### src/rtl/dsef_regs.svh
// sense bit positions and command codes for the disk sense flag block
`ifndef DSEF_REGS_SVH
`define DSEF_REGS_SVH
`define DSEF_S0_CMD_REJECT 0
`define DSEF_S0_EQUIP_CHECK 3
`define DSEF_S0_DATA_CHECK 4
`define DSEF_S0_SEEK_CHECK 7
`define DSEF_S1_COUNT_CHECK 0
`define DSEF_S1_TRACK_OVERRUN 1
`define DSEF_S1_END_CYL 2
`define DSEF_S1_NO_RECORD 4
`define DSEF_S1_FILE_PROTECT 5
`define DSEF_S1_MISSING_AM 6
`define DSEF_SENSE_RESET 8'h00
`define DSEF_CMD_SEEK 4'h1
`define DSEF_CMD_READ 4'h2
`define DSEF_CMD_WRITE 4'h3
`define DSEF_CMD_SEARCH 4'h4
`define DSEF_CMD_READ_HA 4'h5
`define DSEF_CMD_READ_R0 4'h6
`define DSEF_CMD_NOP 4'h0
`endif

### src/rtl/dsef_pkg.sv
// types for the disk sense flag block
package dsef_pkg;
  typedef struct packed {
    logic index_point;
    logic address_marker;
    logic count_field;
    logic count_flag_bit0;
    logic count_check;
    logic data_field_xfer;
    logic ha_r0_read;
    logic ha_r0_not_found;
    logic cylinder_end;
    logic ha_compare_fail;
    logic head_switched;
  } dsef_drive_type;
  typedef struct packed {
    logic valid;
    logic [3:0] code;
    logic multitrack;
    logic chained;
  } dsef_cmd_type;
endpackage

### src/rtl/dsef_sense.sv
// sense flag logic of the disk attachment
// How it works
// - index point during an unfinished write sets track overrun, byte one bit 1
// - multitrack chain reaching cylinder end sets end of cylinder, byte one bit 2
// - two index points without data or home address transfer set no record found
// - seek, multitrack read or search against the seek mask sets file protect
// - count field check sets byte one bit 0 and byte zero data check
// - home address or record zero not found sets no record and missing marker
// - failed home address compare after multitrack head switch reports equipment check
// - two index points without marker, or equal count flag bits, set missing marker
// - unrecognised command code sets command reject, byte zero bit 0
`timescale 1ns/1ps
`include "dsef_regs.svh"
module dsef_sense (
  input wire logic i_clk,
  input wire logic i_rst,
  input wire dsef_pkg::dsef_cmd_type i_cmd,
  input wire logic i_write_active,
  input wire logic i_seek_permit,
  input wire logic i_chain_done,
  input wire logic i_sense_read,
  input wire dsef_pkg::dsef_drive_type i_drive,
  output logic [7:0] o_sense0,
  output logic [7:0] o_sense1
);
  import dsef_pkg::*;

  function automatic logic known_code(input logic [3:0] c);
    known_code = (c <= `DSEF_CMD_READ_R0);
  endfunction

  dsef_drive_type drv_m_q;
  dsef_drive_type drv_q;
  logic [7:0] s0_q;
  logic [7:0] s0_d;
  logic [7:0] s1_q;
  logic [7:0] s1_d;
  logic in_chain_q;
  logic idx_nr_q;
  logic idx_am_q;
  logic flag_seen_q;
  logic flag_last_q;
  logic [7:0] set0;
  logic [7:0] set1;

  wire new_cmd = i_cmd.valid;
  wire clear_all = i_sense_read | new_cmd;
  wire cmd_bad = new_cmd && !known_code(i_cmd.code);
  wire is_seek = i_cmd.code == `DSEF_CMD_SEEK;
  wire is_mt_rs = i_cmd.multitrack
    && (i_cmd.code == `DSEF_CMD_READ || i_cmd.code == `DSEF_CMD_SEARCH);
  wire protect_hit = new_cmd && (is_seek || is_mt_rs) && !i_seek_permit;
  wire xfer_seen = drv_q.data_field_xfer | drv_q.ha_r0_read;
  wire nr_hit = in_chain_q && drv_q.index_point && idx_nr_q && !xfer_seen;
  wire am_idx_hit = drv_q.index_point && idx_am_q && !drv_q.address_marker;
  wire am_flag_hit = drv_q.count_field && flag_seen_q
    && (drv_q.count_flag_bit0 == flag_last_q);
  wire ha_missing = drv_q.ha_r0_not_found;
  wire mt_active = in_chain_q && i_cmd.multitrack;

  always_comb
  begin
    set0 = 8'h00;
    set1 = 8'h00;
    set0[`DSEF_S0_CMD_REJECT] = cmd_bad;
    set1[`DSEF_S1_COUNT_CHECK] = drv_q.count_check;
    set0[`DSEF_S0_DATA_CHECK] = drv_q.count_check;
    set1[`DSEF_S1_TRACK_OVERRUN] = drv_q.index_point && i_write_active;
    set1[`DSEF_S1_END_CYL] = drv_q.cylinder_end && mt_active && !i_chain_done;
    set1[`DSEF_S1_NO_RECORD] = nr_hit || ha_missing;
    set1[`DSEF_S1_FILE_PROTECT] = protect_hit;
    set1[`DSEF_S1_MISSING_AM] = ha_missing || am_idx_hit || am_flag_hit;
    set0[`DSEF_S0_EQUIP_CHECK] = drv_q.ha_compare_fail && drv_q.head_switched
      && mt_active;
    set0[`DSEF_S0_SEEK_CHECK] = set0[`DSEF_S0_EQUIP_CHECK];
  end

  assign s0_d = (clear_all ? `DSEF_SENSE_RESET : s0_q) | set0;
  assign s1_d = (clear_all ? `DSEF_SENSE_RESET : s1_q) | set1;

  always_ff @(posedge i_clk)
  begin
    drv_m_q <= i_drive;
    drv_q <= drv_m_q;
  end

  always_ff @(posedge i_clk)
  begin
    if (i_rst)
    begin
      s0_q <= `DSEF_SENSE_RESET;
      s1_q <= `DSEF_SENSE_RESET;
    end
    else
    begin
      s0_q <= s0_d;
      s1_q <= s1_d;
    end
  end

  always_ff @(posedge i_clk)
  begin
    if (i_rst)
    begin
      in_chain_q <= 1'b0;
      idx_nr_q <= 1'b0;
    end
    else
    begin
      if (new_cmd)
        in_chain_q <= 1'b1;
      else if (i_chain_done)
        in_chain_q <= 1'b0;
      if (new_cmd && !i_cmd.chained)
        idx_nr_q <= 1'b0;
      else if (xfer_seen || nr_hit)
        idx_nr_q <= 1'b0;
      else if (drv_q.index_point && in_chain_q)
        idx_nr_q <= 1'b1;
    end
  end

  always_ff @(posedge i_clk)
  begin
    if (i_rst)
    begin
      idx_am_q <= 1'b0;
      flag_seen_q <= 1'b0;
      flag_last_q <= 1'b0;
    end
    else
    begin
      if (drv_q.address_marker)
        idx_am_q <= 1'b0;
      else if (drv_q.index_point)
        idx_am_q <= 1'b1;
      if (drv_q.count_field)
      begin
        flag_seen_q <= 1'b1;
        flag_last_q <= drv_q.count_flag_bit0;
      end
    end
  end

  assign o_sense0 = s0_q;
  assign o_sense1 = s1_q;

  count_check_a: assert property (@(posedge i_clk) disable iff (i_rst)
    drv_q.count_check |=> s0_q[`DSEF_S0_DATA_CHECK] && s1_q[`DSEF_S1_COUNT_CHECK])
    else $error("count check did not set both flags");
  track_overrun_a: assert property (@(posedge i_clk) disable iff (i_rst)
    drv_q.index_point && i_write_active |=> s1_q[`DSEF_S1_TRACK_OVERRUN])
    else $error("track overrun not set");
  end_cyl_a: assert property (@(posedge i_clk) disable iff (i_rst)
    drv_q.cylinder_end && mt_active && !i_chain_done |=> s1_q[`DSEF_S1_END_CYL])
    else $error("end of cylinder not set");
  no_record_a: assert property (@(posedge i_clk) disable iff (i_rst)
    nr_hit && !ha_missing && !am_idx_hit && !am_flag_hit && !s1_q[`DSEF_S1_MISSING_AM]
    |=> s1_q[`DSEF_S1_NO_RECORD] && !s1_q[`DSEF_S1_MISSING_AM])
    else $error("no record found wrong");
  file_protect_a: assert property (@(posedge i_clk) disable iff (i_rst)
    protect_hit |=> s1_q[`DSEF_S1_FILE_PROTECT])
    else $error("file protect not set");
  permit_ok_a: assert property (@(posedge i_clk) disable iff (i_rst)
    new_cmd && i_seek_permit |=> !s1_q[`DSEF_S1_FILE_PROTECT])
    else $error("file protect set although permitted");
  ha_missing_a: assert property (@(posedge i_clk) disable iff (i_rst)
    ha_missing |=> s1_q[`DSEF_S1_NO_RECORD] && s1_q[`DSEF_S1_MISSING_AM])
    else $error("missing home address flags wrong");
  head_switch_a: assert property (@(posedge i_clk) disable iff (i_rst)
    drv_q.ha_compare_fail && drv_q.head_switched && mt_active
    |=> s0_q[`DSEF_S0_EQUIP_CHECK])
    else $error("equipment check not set");
  marker_a: assert property (@(posedge i_clk) disable iff (i_rst)
    am_idx_hit || am_flag_hit |=> s1_q[`DSEF_S1_MISSING_AM])
    else $error("missing marker not set");
  cmd_reject_a: assert property (@(posedge i_clk) disable iff (i_rst)
    cmd_bad |=> s0_q[`DSEF_S0_CMD_REJECT])
    else $error("command reject not set");
  known_cmd_a: assert property (@(posedge i_clk) disable iff (i_rst)
    new_cmd && !cmd_bad |=> !s0_q[`DSEF_S0_CMD_REJECT])
    else $error("command reject set for known code");
  sticky_a: assert property (@(posedge i_clk) disable iff (i_rst)
    !clear_all && set1 == 8'h00 |=> s1_q == $past(s1_q))
    else $error("sense byte changed without cause");
  sense_clear_a: assert property (@(posedge i_clk) disable iff (i_rst)
    clear_all && set0 == 8'h00 && set1 == 8'h00
    |=> s0_q == `DSEF_SENSE_RESET && s1_q == `DSEF_SENSE_RESET)
    else $error("sense bytes not cleared");
  reset_clear_a: assert property (@(posedge i_clk)
    i_rst |=> s0_q == `DSEF_SENSE_RESET && s1_q == `DSEF_SENSE_RESET)
    else $error("sense bytes not cleared by reset");

  cover property (@(posedge i_clk) disable iff (i_rst) nr_hit);
  cover property (@(posedge i_clk) disable iff (i_rst) am_flag_hit);
  cover property (@(posedge i_clk) disable iff (i_rst) protect_hit ##1 i_sense_read);
  cover property (@(posedge i_clk) disable iff (i_rst) am_idx_hit);
  cover property (@(posedge i_clk) disable iff (i_rst)
    drv_q.ha_compare_fail && drv_q.head_switched && mt_active);
endmodule // dsef_sense

### config.mk
export PLATFORM = sky130hd
export DESIGN_NAME = dsef_sense
export DESIGN_NICKNAME = d
export VERILOG_FILES = /design/src/rtl/dsef_pkg.sv /design/src/rtl/dsef_sense.sv
export VERILOG_INCLUDE_DIRS = /design/src /design/src/rtl
export SDC_FILE = /design/constraint.sdc
export NUM_CORES = 1
export LEC_CHECK = 0
export BUFFER_PORTS_ARGS = -buffer_cell sky130_fd_sc_hd__clkbuf_2
export CAP_MARGIN = 10
export CORE_ASPECT_RATIO = 1.4
export CORE_UTILIZATION = 46
export CTS_CLUSTER_SIZE = 24
export DETAILED_ROUTE_END_ITERATION = 8
export PLACE_DENSITY = 0.83
export SETUP_SLACK_MARGIN = 0.5
export SYNTH_ARGS = -nofsm -noshare
export SYNTH_HDL_FRONTEND = slang
export SYNTH_SLANG_ARGS = --single-unit
### constraint.sdc
create_clock -name i_clk -period 1.2 [get_ports i_clk]
set_input_delay 0.18 -clock i_clk [delete_from_list [all_inputs] [get_ports i_clk]]
set_output_delay 0.18 -clock i_clk [all_outputs]
set_load 0.005 [all_outputs]
==> results.txt, run 1 <==
The die extent in x is 42.6 um. In the global route stage, met2 resource usage came out at 32.1%. The slack of the critical path came out at 0.213 ns. The routed length per placed instance came out at 11.6 um.

The most utilized layer in the global route result is met2. The maximum ir drop on the vdd rail is 1.22 mV. The final design utilization came out at 71.4%. Across every metal layer, demand over resource in global routing totals 18.3%. Across all hold checks on the routed design, the worst slack comes to 0.0972 ns.

TritonCTS built the clock tree. The floorplan row count came out at 20. The sequential cell area fraction in the yosys report is 69.7%. The detailed-route DRC error count is 0.

The die area is 2510 sq um. The floorplan die height came out at 58.9 um. The worst setup path is launched from a flop. The final critical path time including I/O delays and setup came out at 0.987 ns. The data arrival time at the worst-slack endpoint is 1.28 ns.

The number of global-route vias before repair came out at 804. The number of max-capacitance violations reported is 0. The number of clock buffers inserted by TritonCTS came out at 5. The filler cell count came out at 145.

The most common flop cell mapped by yosys is sky130_fd_sc_hd__dfxtp_1. The area of the mapped netlist came out at 1060 sq um. The core region is 2180 sq um.

The maximum clock frequency came out at 1010 MHz. The mean instance size in the synthesized netlist is 11.5 sq um. The first-pass GRT wire length is 3240 um.

In this run, synthesis produced a sequential element count of 37. The areal power density over the cells is 1540 nW/um^2. In this run, distinct cell masters in the synthesized netlist total 27. The length of the first detailed-routing pass in iterations is 4.

The detail route stage leaves a number of antenna-violating nets equal to 0. The design draws 2400 uW. The multi-input combinational cells in the finished layout cover a total of 338 sq um.

The number of warnings reported in the yosys synthesis log came out at 0. The maximum fanout count along the critical path is 2. The worst setup path is of the flop to flop kind. The hold violation count in the final report came out at 0.

The starting utilization of the core area came out at 48.8%. The final max-slew violation count came out at 0. The leakage power figure came out at 0.000706 uW. The data required time of the worst path came out at 1.49 ns. At the later pin of the worst-skew pair, clock insertion delay measures 0.34 ns. The antenna diode instance count is 0. The met1 track demand over resource in global routing is 17.9%. The boundary pin count is 40.

The setup-violating endpoint count in the final report is 0. The global placement routability congestion is 0.690. The met3 track demand over resource in global routing came out at 7.36%. The number of buffers added on ports is 33. Relative to the synthesized area, the layout overhead comes to 46.4%. The clock transition time at the flip-flop clock pins of the worst setup and hold paths came out at 0.11 ns. The number of enable flip-flop cells after synthesis is 0. The proportion of register bits with asynchronous set or reset after synthesis is 0%.

Setup repair after global routing could not meet its margin everywhere. The via count normalized by instance count is 4.74. The number of H-tree branching levels is 2.

The number of nets in the final layout came out at 171. The placed wire-length estimate after detailed placement is 1340 um. The sequential cell area came out at 763 sq um.

Across the routed clock network, the largest skew measured is 0.00297 ns. The post-synthesis cell count came out at 92. STA classifies the critical path endpoint as a flop. The worst setup slack after placement is 0.196 ns. The number of clock sinks came out at 37. The post-route netlist has 50.7% of its cells at a drive strength greater than 1.

The final global-route overflow total is 0. The routed design has 1980 um of wire. The longest clock path from root to sink contains 2 buffers. The run finished with clean final reports.

The total negative slack for setup checks came out at 0 ns. The largest net degree at the start of global routing came out at 15. The detailed router finished its first iteration with 15 violations. The share of the cycle needed by the critical path after routing is 82.3%. The initial antenna violation count came out at 0. In this run the worst hold path is classified as input pin to flop.

The routed layout has 806 vias. The root buffer selected by CTS is sky130_fd_sc_hd__clkbuf_4.
-- state kept, by name (all words and copies together) (netlist names) --
| register | count |
|---|---|
| drv_m_q | 11 |
| drv_q | 10 |
| o_sense1 | 6 |
| o_sense0 | 4 |
| flag_last_q | 1 |
| flag_seen_q | 1 |
| ha_missing | 1 |
| idx_am_q | 1 |
| idx_nr_q | 1 |
| in_chain_q | 1 |
-- per-stage QoR --
stage               instances  instance area, sq um
detailed placement        146                  1240
floorplan                  97                  1090
finish                    170                  1560
global placement          146                  1240
global route              170                  1560
CTS                       168                  1490
-- cell usage in the layout (no fill, tap or decap), types with 2 or more instances in the layout --
master / n
sky130_fd_sc_hd__nor2_1: 13
sky130_fd_sc_hd__buf_6: 3
sky130_fd_sc_hd__nand3_1: 2
sky130_fd_sc_hd__nand3b_1: 2
sky130_fd_sc_hd__clkbuf_4: 5
sky130_fd_sc_hd__buf_4: 4
sky130_fd_sc_hd__a21oi_1: 5
sky130_fd_sc_hd__a21oi_2: 3
sky130_fd_sc_hd__conb_1: 6
sky130_fd_sc_hd__clkbuf_2: 32
sky130_fd_sc_hd__dlygate4sd3_1: 11
sky130_fd_sc_hd__a22oi_1: 2
sky130_fd_sc_hd__dfxtp_1: 21
sky130_fd_sc_hd__dfxtp_2: 15
-- routing by layer --
layer	up-vias	wire, um
li1	410	-
met1	359	767
met2	31	1030
met3	6	124
met4	0	51
met5	-	0
-- cells by family (layout without fill, tap and decap cells) --
family                 Yosys count  in the layout  synth area share, %
flip-flops                      37             37                 69.7
AND/OR/NAND/NOR                 26             26                 12.3
AO/OA/AOI/OAI                   17             17                 10.1
buffers and inverters            8             59                 4.95
XOR/XNOR                         2              2                 1.65
other                            1              6                0.353
multiplexers                     1              1                0.942
-- power breakdown --
| group | switching, uW | total [uW] | internal (uW) | leakage, uW |
|---|---|---|---|---|
| Clock | 397 | 892 | 495 | 0.0000445 |
| Sequential | 29.8 | 1320 | 1290 | 0.000314 |
| Combinational | 76.5 | 184 | 107 | 0.000347 |
-- critical path, cell delays in order (launching register included) --
cell                      delay, ns
sky130_fd_sc_hd__dfxtp_2       0.33
sky130_fd_sc_hd__or3_4         0.37
sky130_fd_sc_hd__a21oi_2       0.10
sky130_fd_sc_hd__and3_1        0.15
-- final cells by class --
| cell class | instances | share of cell area [%] |
|---|---|---|
| inverter | 1 | 0.241 |
| multi-input combinational | 52 | 21.7 |
| clock inverter | 2 | 2.41 |
| timing repair buffer | 50 | 21.5 |
| tap | 22 | 1.77 |
| clock buffer | 6 | 3.30 |
| sequential | 37 | 49.1 |
-- Yosys cell counts (all sizes together), types with 2 or more instances --
library cell,number,area (sq um)
nand2,2,7.51
buf,6,45.0
nand3,2,10.0
nor2,14,60.1
a22oi,3,22.5
nand3b,2,15.0
dfxtp,37,741
a21oi,8,40.0
-- repair_timing --
| item | in CTS | in global routing |
|---|---|---|
| resized for setup | 14 | 14 |
| pin swaps | 1 | 3 |
| hold endpoints to repair | 11 | 0 |
| setup buffers | 3 | 2 |
| endpoints found under the setup margin | 17 | 22 |
| hold buffers | 11 | 0 |
-- final timing paths --
path / from / end / slack [ns] / cells past startpoint
worst max-delay path: drv_q[5] / idx_nr_q / 0.21 / 3
worst min-delay path: i_write_active / o_sense1[1] / 0.1 / 3
worst max register to register: drv_q[5] / idx_nr_q / 0.21 / 3
worst min register to register: drv_m_q[10] / drv_q[10] / 0.33 / 0
Note: power is estimated with default switching activity, not from simulation.
==> run 2, diff against run 1 <==
clock period = 1 ns   (was 1.2 ns; I/O delays follow)
==> run 2 against run 1 <==
Effect of this change:
- the flow now finishes with violations (negative hold slack)
- clock power down 16%
- sequential cell count unchanged
- first-iteration DRC count increased by 6.7%
- clock skew is 0.0080 ns higher
- critical path type unchanged
==> results.txt, run 2 (synthesis gave the netlist of run 1 again) <==
The length of the first detailed-routing pass in iterations came out at 4 (unchanged). The remaining antenna violation count after routing is 0 (unchanged). Most frequent cells in the layout: sky130_fd_sc_hd__clkbuf_2 (32), sky130_fd_sc_hd__dfxtp_1 (19), sky130_fd_sc_hd__dfxtp_2 (17) (was sky130_fd_sc_hd__clkbuf_2 (32), sky130_fd_sc_hd__dfxtp_1 (21), sky130_fd_sc_hd__dfxtp_2 (15)). The via count normalized by instance count came out at 4.93 (was 4.74). The starting utilization of the core area is 48.8% (unchanged).

The first-pass GRT wire length is 2870 um (was 3240 um). The number of max-capacitance violations reported came out at 0 (unchanged). The TritonCTS clock tree was built (unchanged).

The number of clock sinks is 37 (unchanged). The floorplan die height came to 58.9 um (unchanged). The number of clock buffers inserted by TritonCTS came out at 5 (unchanged). The number of nets in the final layout came to 162 (was 171). The number of DRC markers after the initial detailed-route iteration came out at 16 (was 15). The leakage power figure came out at 0.000660 uW (was 0.000706 uW). The maximum root-to-sink buffer count came out at 2 (unchanged). The placed wire-length estimate after detailed placement came out at 1310 um (was 1340 um). The number of flip-flops under the largest register name is 11 (unchanged). Sequence of cells on the critical path: or3_4 -> a21oi_2 -> and3_1 (unchanged). The worst reg2reg path endpoint is idx_nr_q (unchanged). The hold violation count in the final report is 11 (was 0). The largest delay contributor family on the critical path is simple AND/OR/NAND/NOR gates (unchanged). The register containing the most flip-flops in the final layout is drv_m_q (unchanged). The via count is 789 (was 806). The routed length per placed instance was 11.5 um (was 11.6 um). The number of buffers added on ports is 33 (unchanged). The total buffers and inverters traversed by the critical path is 0 (unchanged). The worst setup slack after placement is 0.0330 ns (was 0.196 ns).

The worst clock skew on the final layout came out at 0.0109 ns (was 0.00297 ns). The worst-case register-to-register setup slack is 0.04 ns (was 0.21 ns). The floorplan row count was 20 (unchanged). The global placement routability congestion is 0.744 (was 0.690). The element type at the critical path start is a flop (unchanged). The post-layout instance count excluding filler cells is 160 (was 170). The final global-route overflow total was 0 (unchanged). The fraction of final layout cells sized beyond drive strength 1 is 58.7% (was 50.7%).

The areal power density over the cells came to 1740 nW/um^2 (was 1540 nW/um^2). The total global-route track usage came out at 16.3% (was 18.3%). The worst-skew pair later-pin latency is 0.33 ns (was 0.34 ns). The core area was 2180 sq um (unchanged). The setup-violating endpoint count in the final report came out at 0 (unchanged). The root buffer selected by CTS is sky130_fd_sc_hd__clkbuf_4 (unchanged). The overall routed net length is 1840 um (was 1980 um). The antenna diode instance count is 0 (unchanged). The number of H-tree branching levels came out at 2 (unchanged). The data arrival time at the worst-slack endpoint was 1.24 ns (was 1.28 ns). The slack of the critical path was 0.0425 ns (was 0.213 ns). The die area was 2510 sq um (unchanged). The slowest stage cell on the critical path is sky130_fd_sc_hd__or3_4 (unchanged).

RSZ-0062 raised after global routing: true (unchanged). The maximum fanout count along the critical path is 2 (unchanged). The data required time of the worst path is 1.28 ns (was 1.49 ns). The cell depth of the worst flop-to-flop path is 3 (unchanged).

The detailed-route DRC error count is 0 (unchanged). The most frequent standard cell in the layout excluding fill and tap cells is sky130_fd_sc_hd__clkbuf_2 (unchanged). The initial antenna violation count is 0 (unchanged). The boundary pin count came out at 40 (unchanged). The final reports fail on negative hold slack. The critical path start-end classification is flop to flop (unchanged). The final critical path time including I/O delays and setup was 0.957 ns (was 0.987 ns). The share of the cycle needed by the critical path after routing came out at 95.7% (was 82.3%).

The final max-slew violation count came to 0 (unchanged). The cell count after placement is 148 (was 146). Result of the run: complete, but fails checks (was completed).

The maximum ir drop on the vdd rail was 1.36 mV (was 1.22 mV). The cell count along the critical path came to 3 (unchanged). The type of the worst min-delay path was input pin to flop (unchanged). The largest net degree at the start of global routing came out at 15 (unchanged).

The worst setup path endpoint is idx_nr_q (unchanged). The longest individual stage delay on the worst path came out at 0.37 ns (about the same). The tightest hold margin came out at -0.0821 ns (was 0.0972 ns). The signed area change from the synthesized netlist to the final layout is 37.0% (was 46.4%). The clock transition time at the flip-flop clock pins of the worst setup and hold paths is 0.10 ns (was 0.11 ns). The maximum clock frequency came out at 1040 MHz (was 1010 MHz). The endpoint kind of the worst setup timing path is a flop (unchanged). The origin of the critical flop-to-flop path is drv_q[5] (unchanged).

The die extent in x came to 42.6 um (unchanged). The number of global-route vias before repair is 756 (was 804). The first element of the critical path is drv_q[5] (unchanged).
run 2: repair_timing:
item                                   CTS  global route
endpoints found under the hold margin   11            11
setup endpoints to repair               25            25
pin swaps                                1             3
gates cloned                             0             0
buffers inserted                         1             4
resized for setup                       19            15
run 2: report_power, final:
part	leakage [uW]	switching (uW)	internal, uW
Sequential	0.000314	40.0	1550
Clock	0.0000314	414	332
Combinational	0.000314	87.6	108
run 2: cell type report:
cell class              instances  area, sq um
fillers                       161          722
well taps                      22         27.5
flip-flops and latches         37          766
clock buffers                   7         55.1
repair buffers                 41          243
inverters                       1         3.75
multi-input cells              52          360
run 2: layer usage:
metal / track usage, % / routed length [um] / part of all wire (%) / vias to the layer above
li1: - / - / - / 389
met1: 13.9 / 686 / 37 / 361
met2: 29.2 / 987 / 54 / 33
met3: 7.98 / 125 / 6.8 / 6
met4: 10.7 / 44 / 2.4 / 0
met5: 0 / 0 / 0 / -
run 2: worst min-delay path by stage:
stage,startpoint,to,cells past startpoint
3_5_place_dp,i_drive[6],drv_m_q[6],1
6_report,i_drive[1],drv_m_q[1],1
5_1_grt,i_drive[1],drv_m_q[1],1
2_1_floorplan,i_drive[0],drv_m_q[0],0
3_3_place_gp,i_drive[6],drv_m_q[6],1
4_1_cts,i_drive[2],drv_m_q[2],1
run 2: through the flow:
step           instance area, sq um   TNS, ns  hold slack [ns]  utilization [%]  total power, uW
3_5_place_dp                   1260         0            0.254             57.8             1780
4_1_cts                        1370         0          -0.0915             62.8             2530
5_1_grt                        1460  -0.00672          -0.0974             66.8             2630
6_report                       1460         0          -0.0821             66.8             2530
3_3_place_gp                   1260         0            0.253             57.8             1770
2_1_floorplan                  1090         0            0.178                -             1690
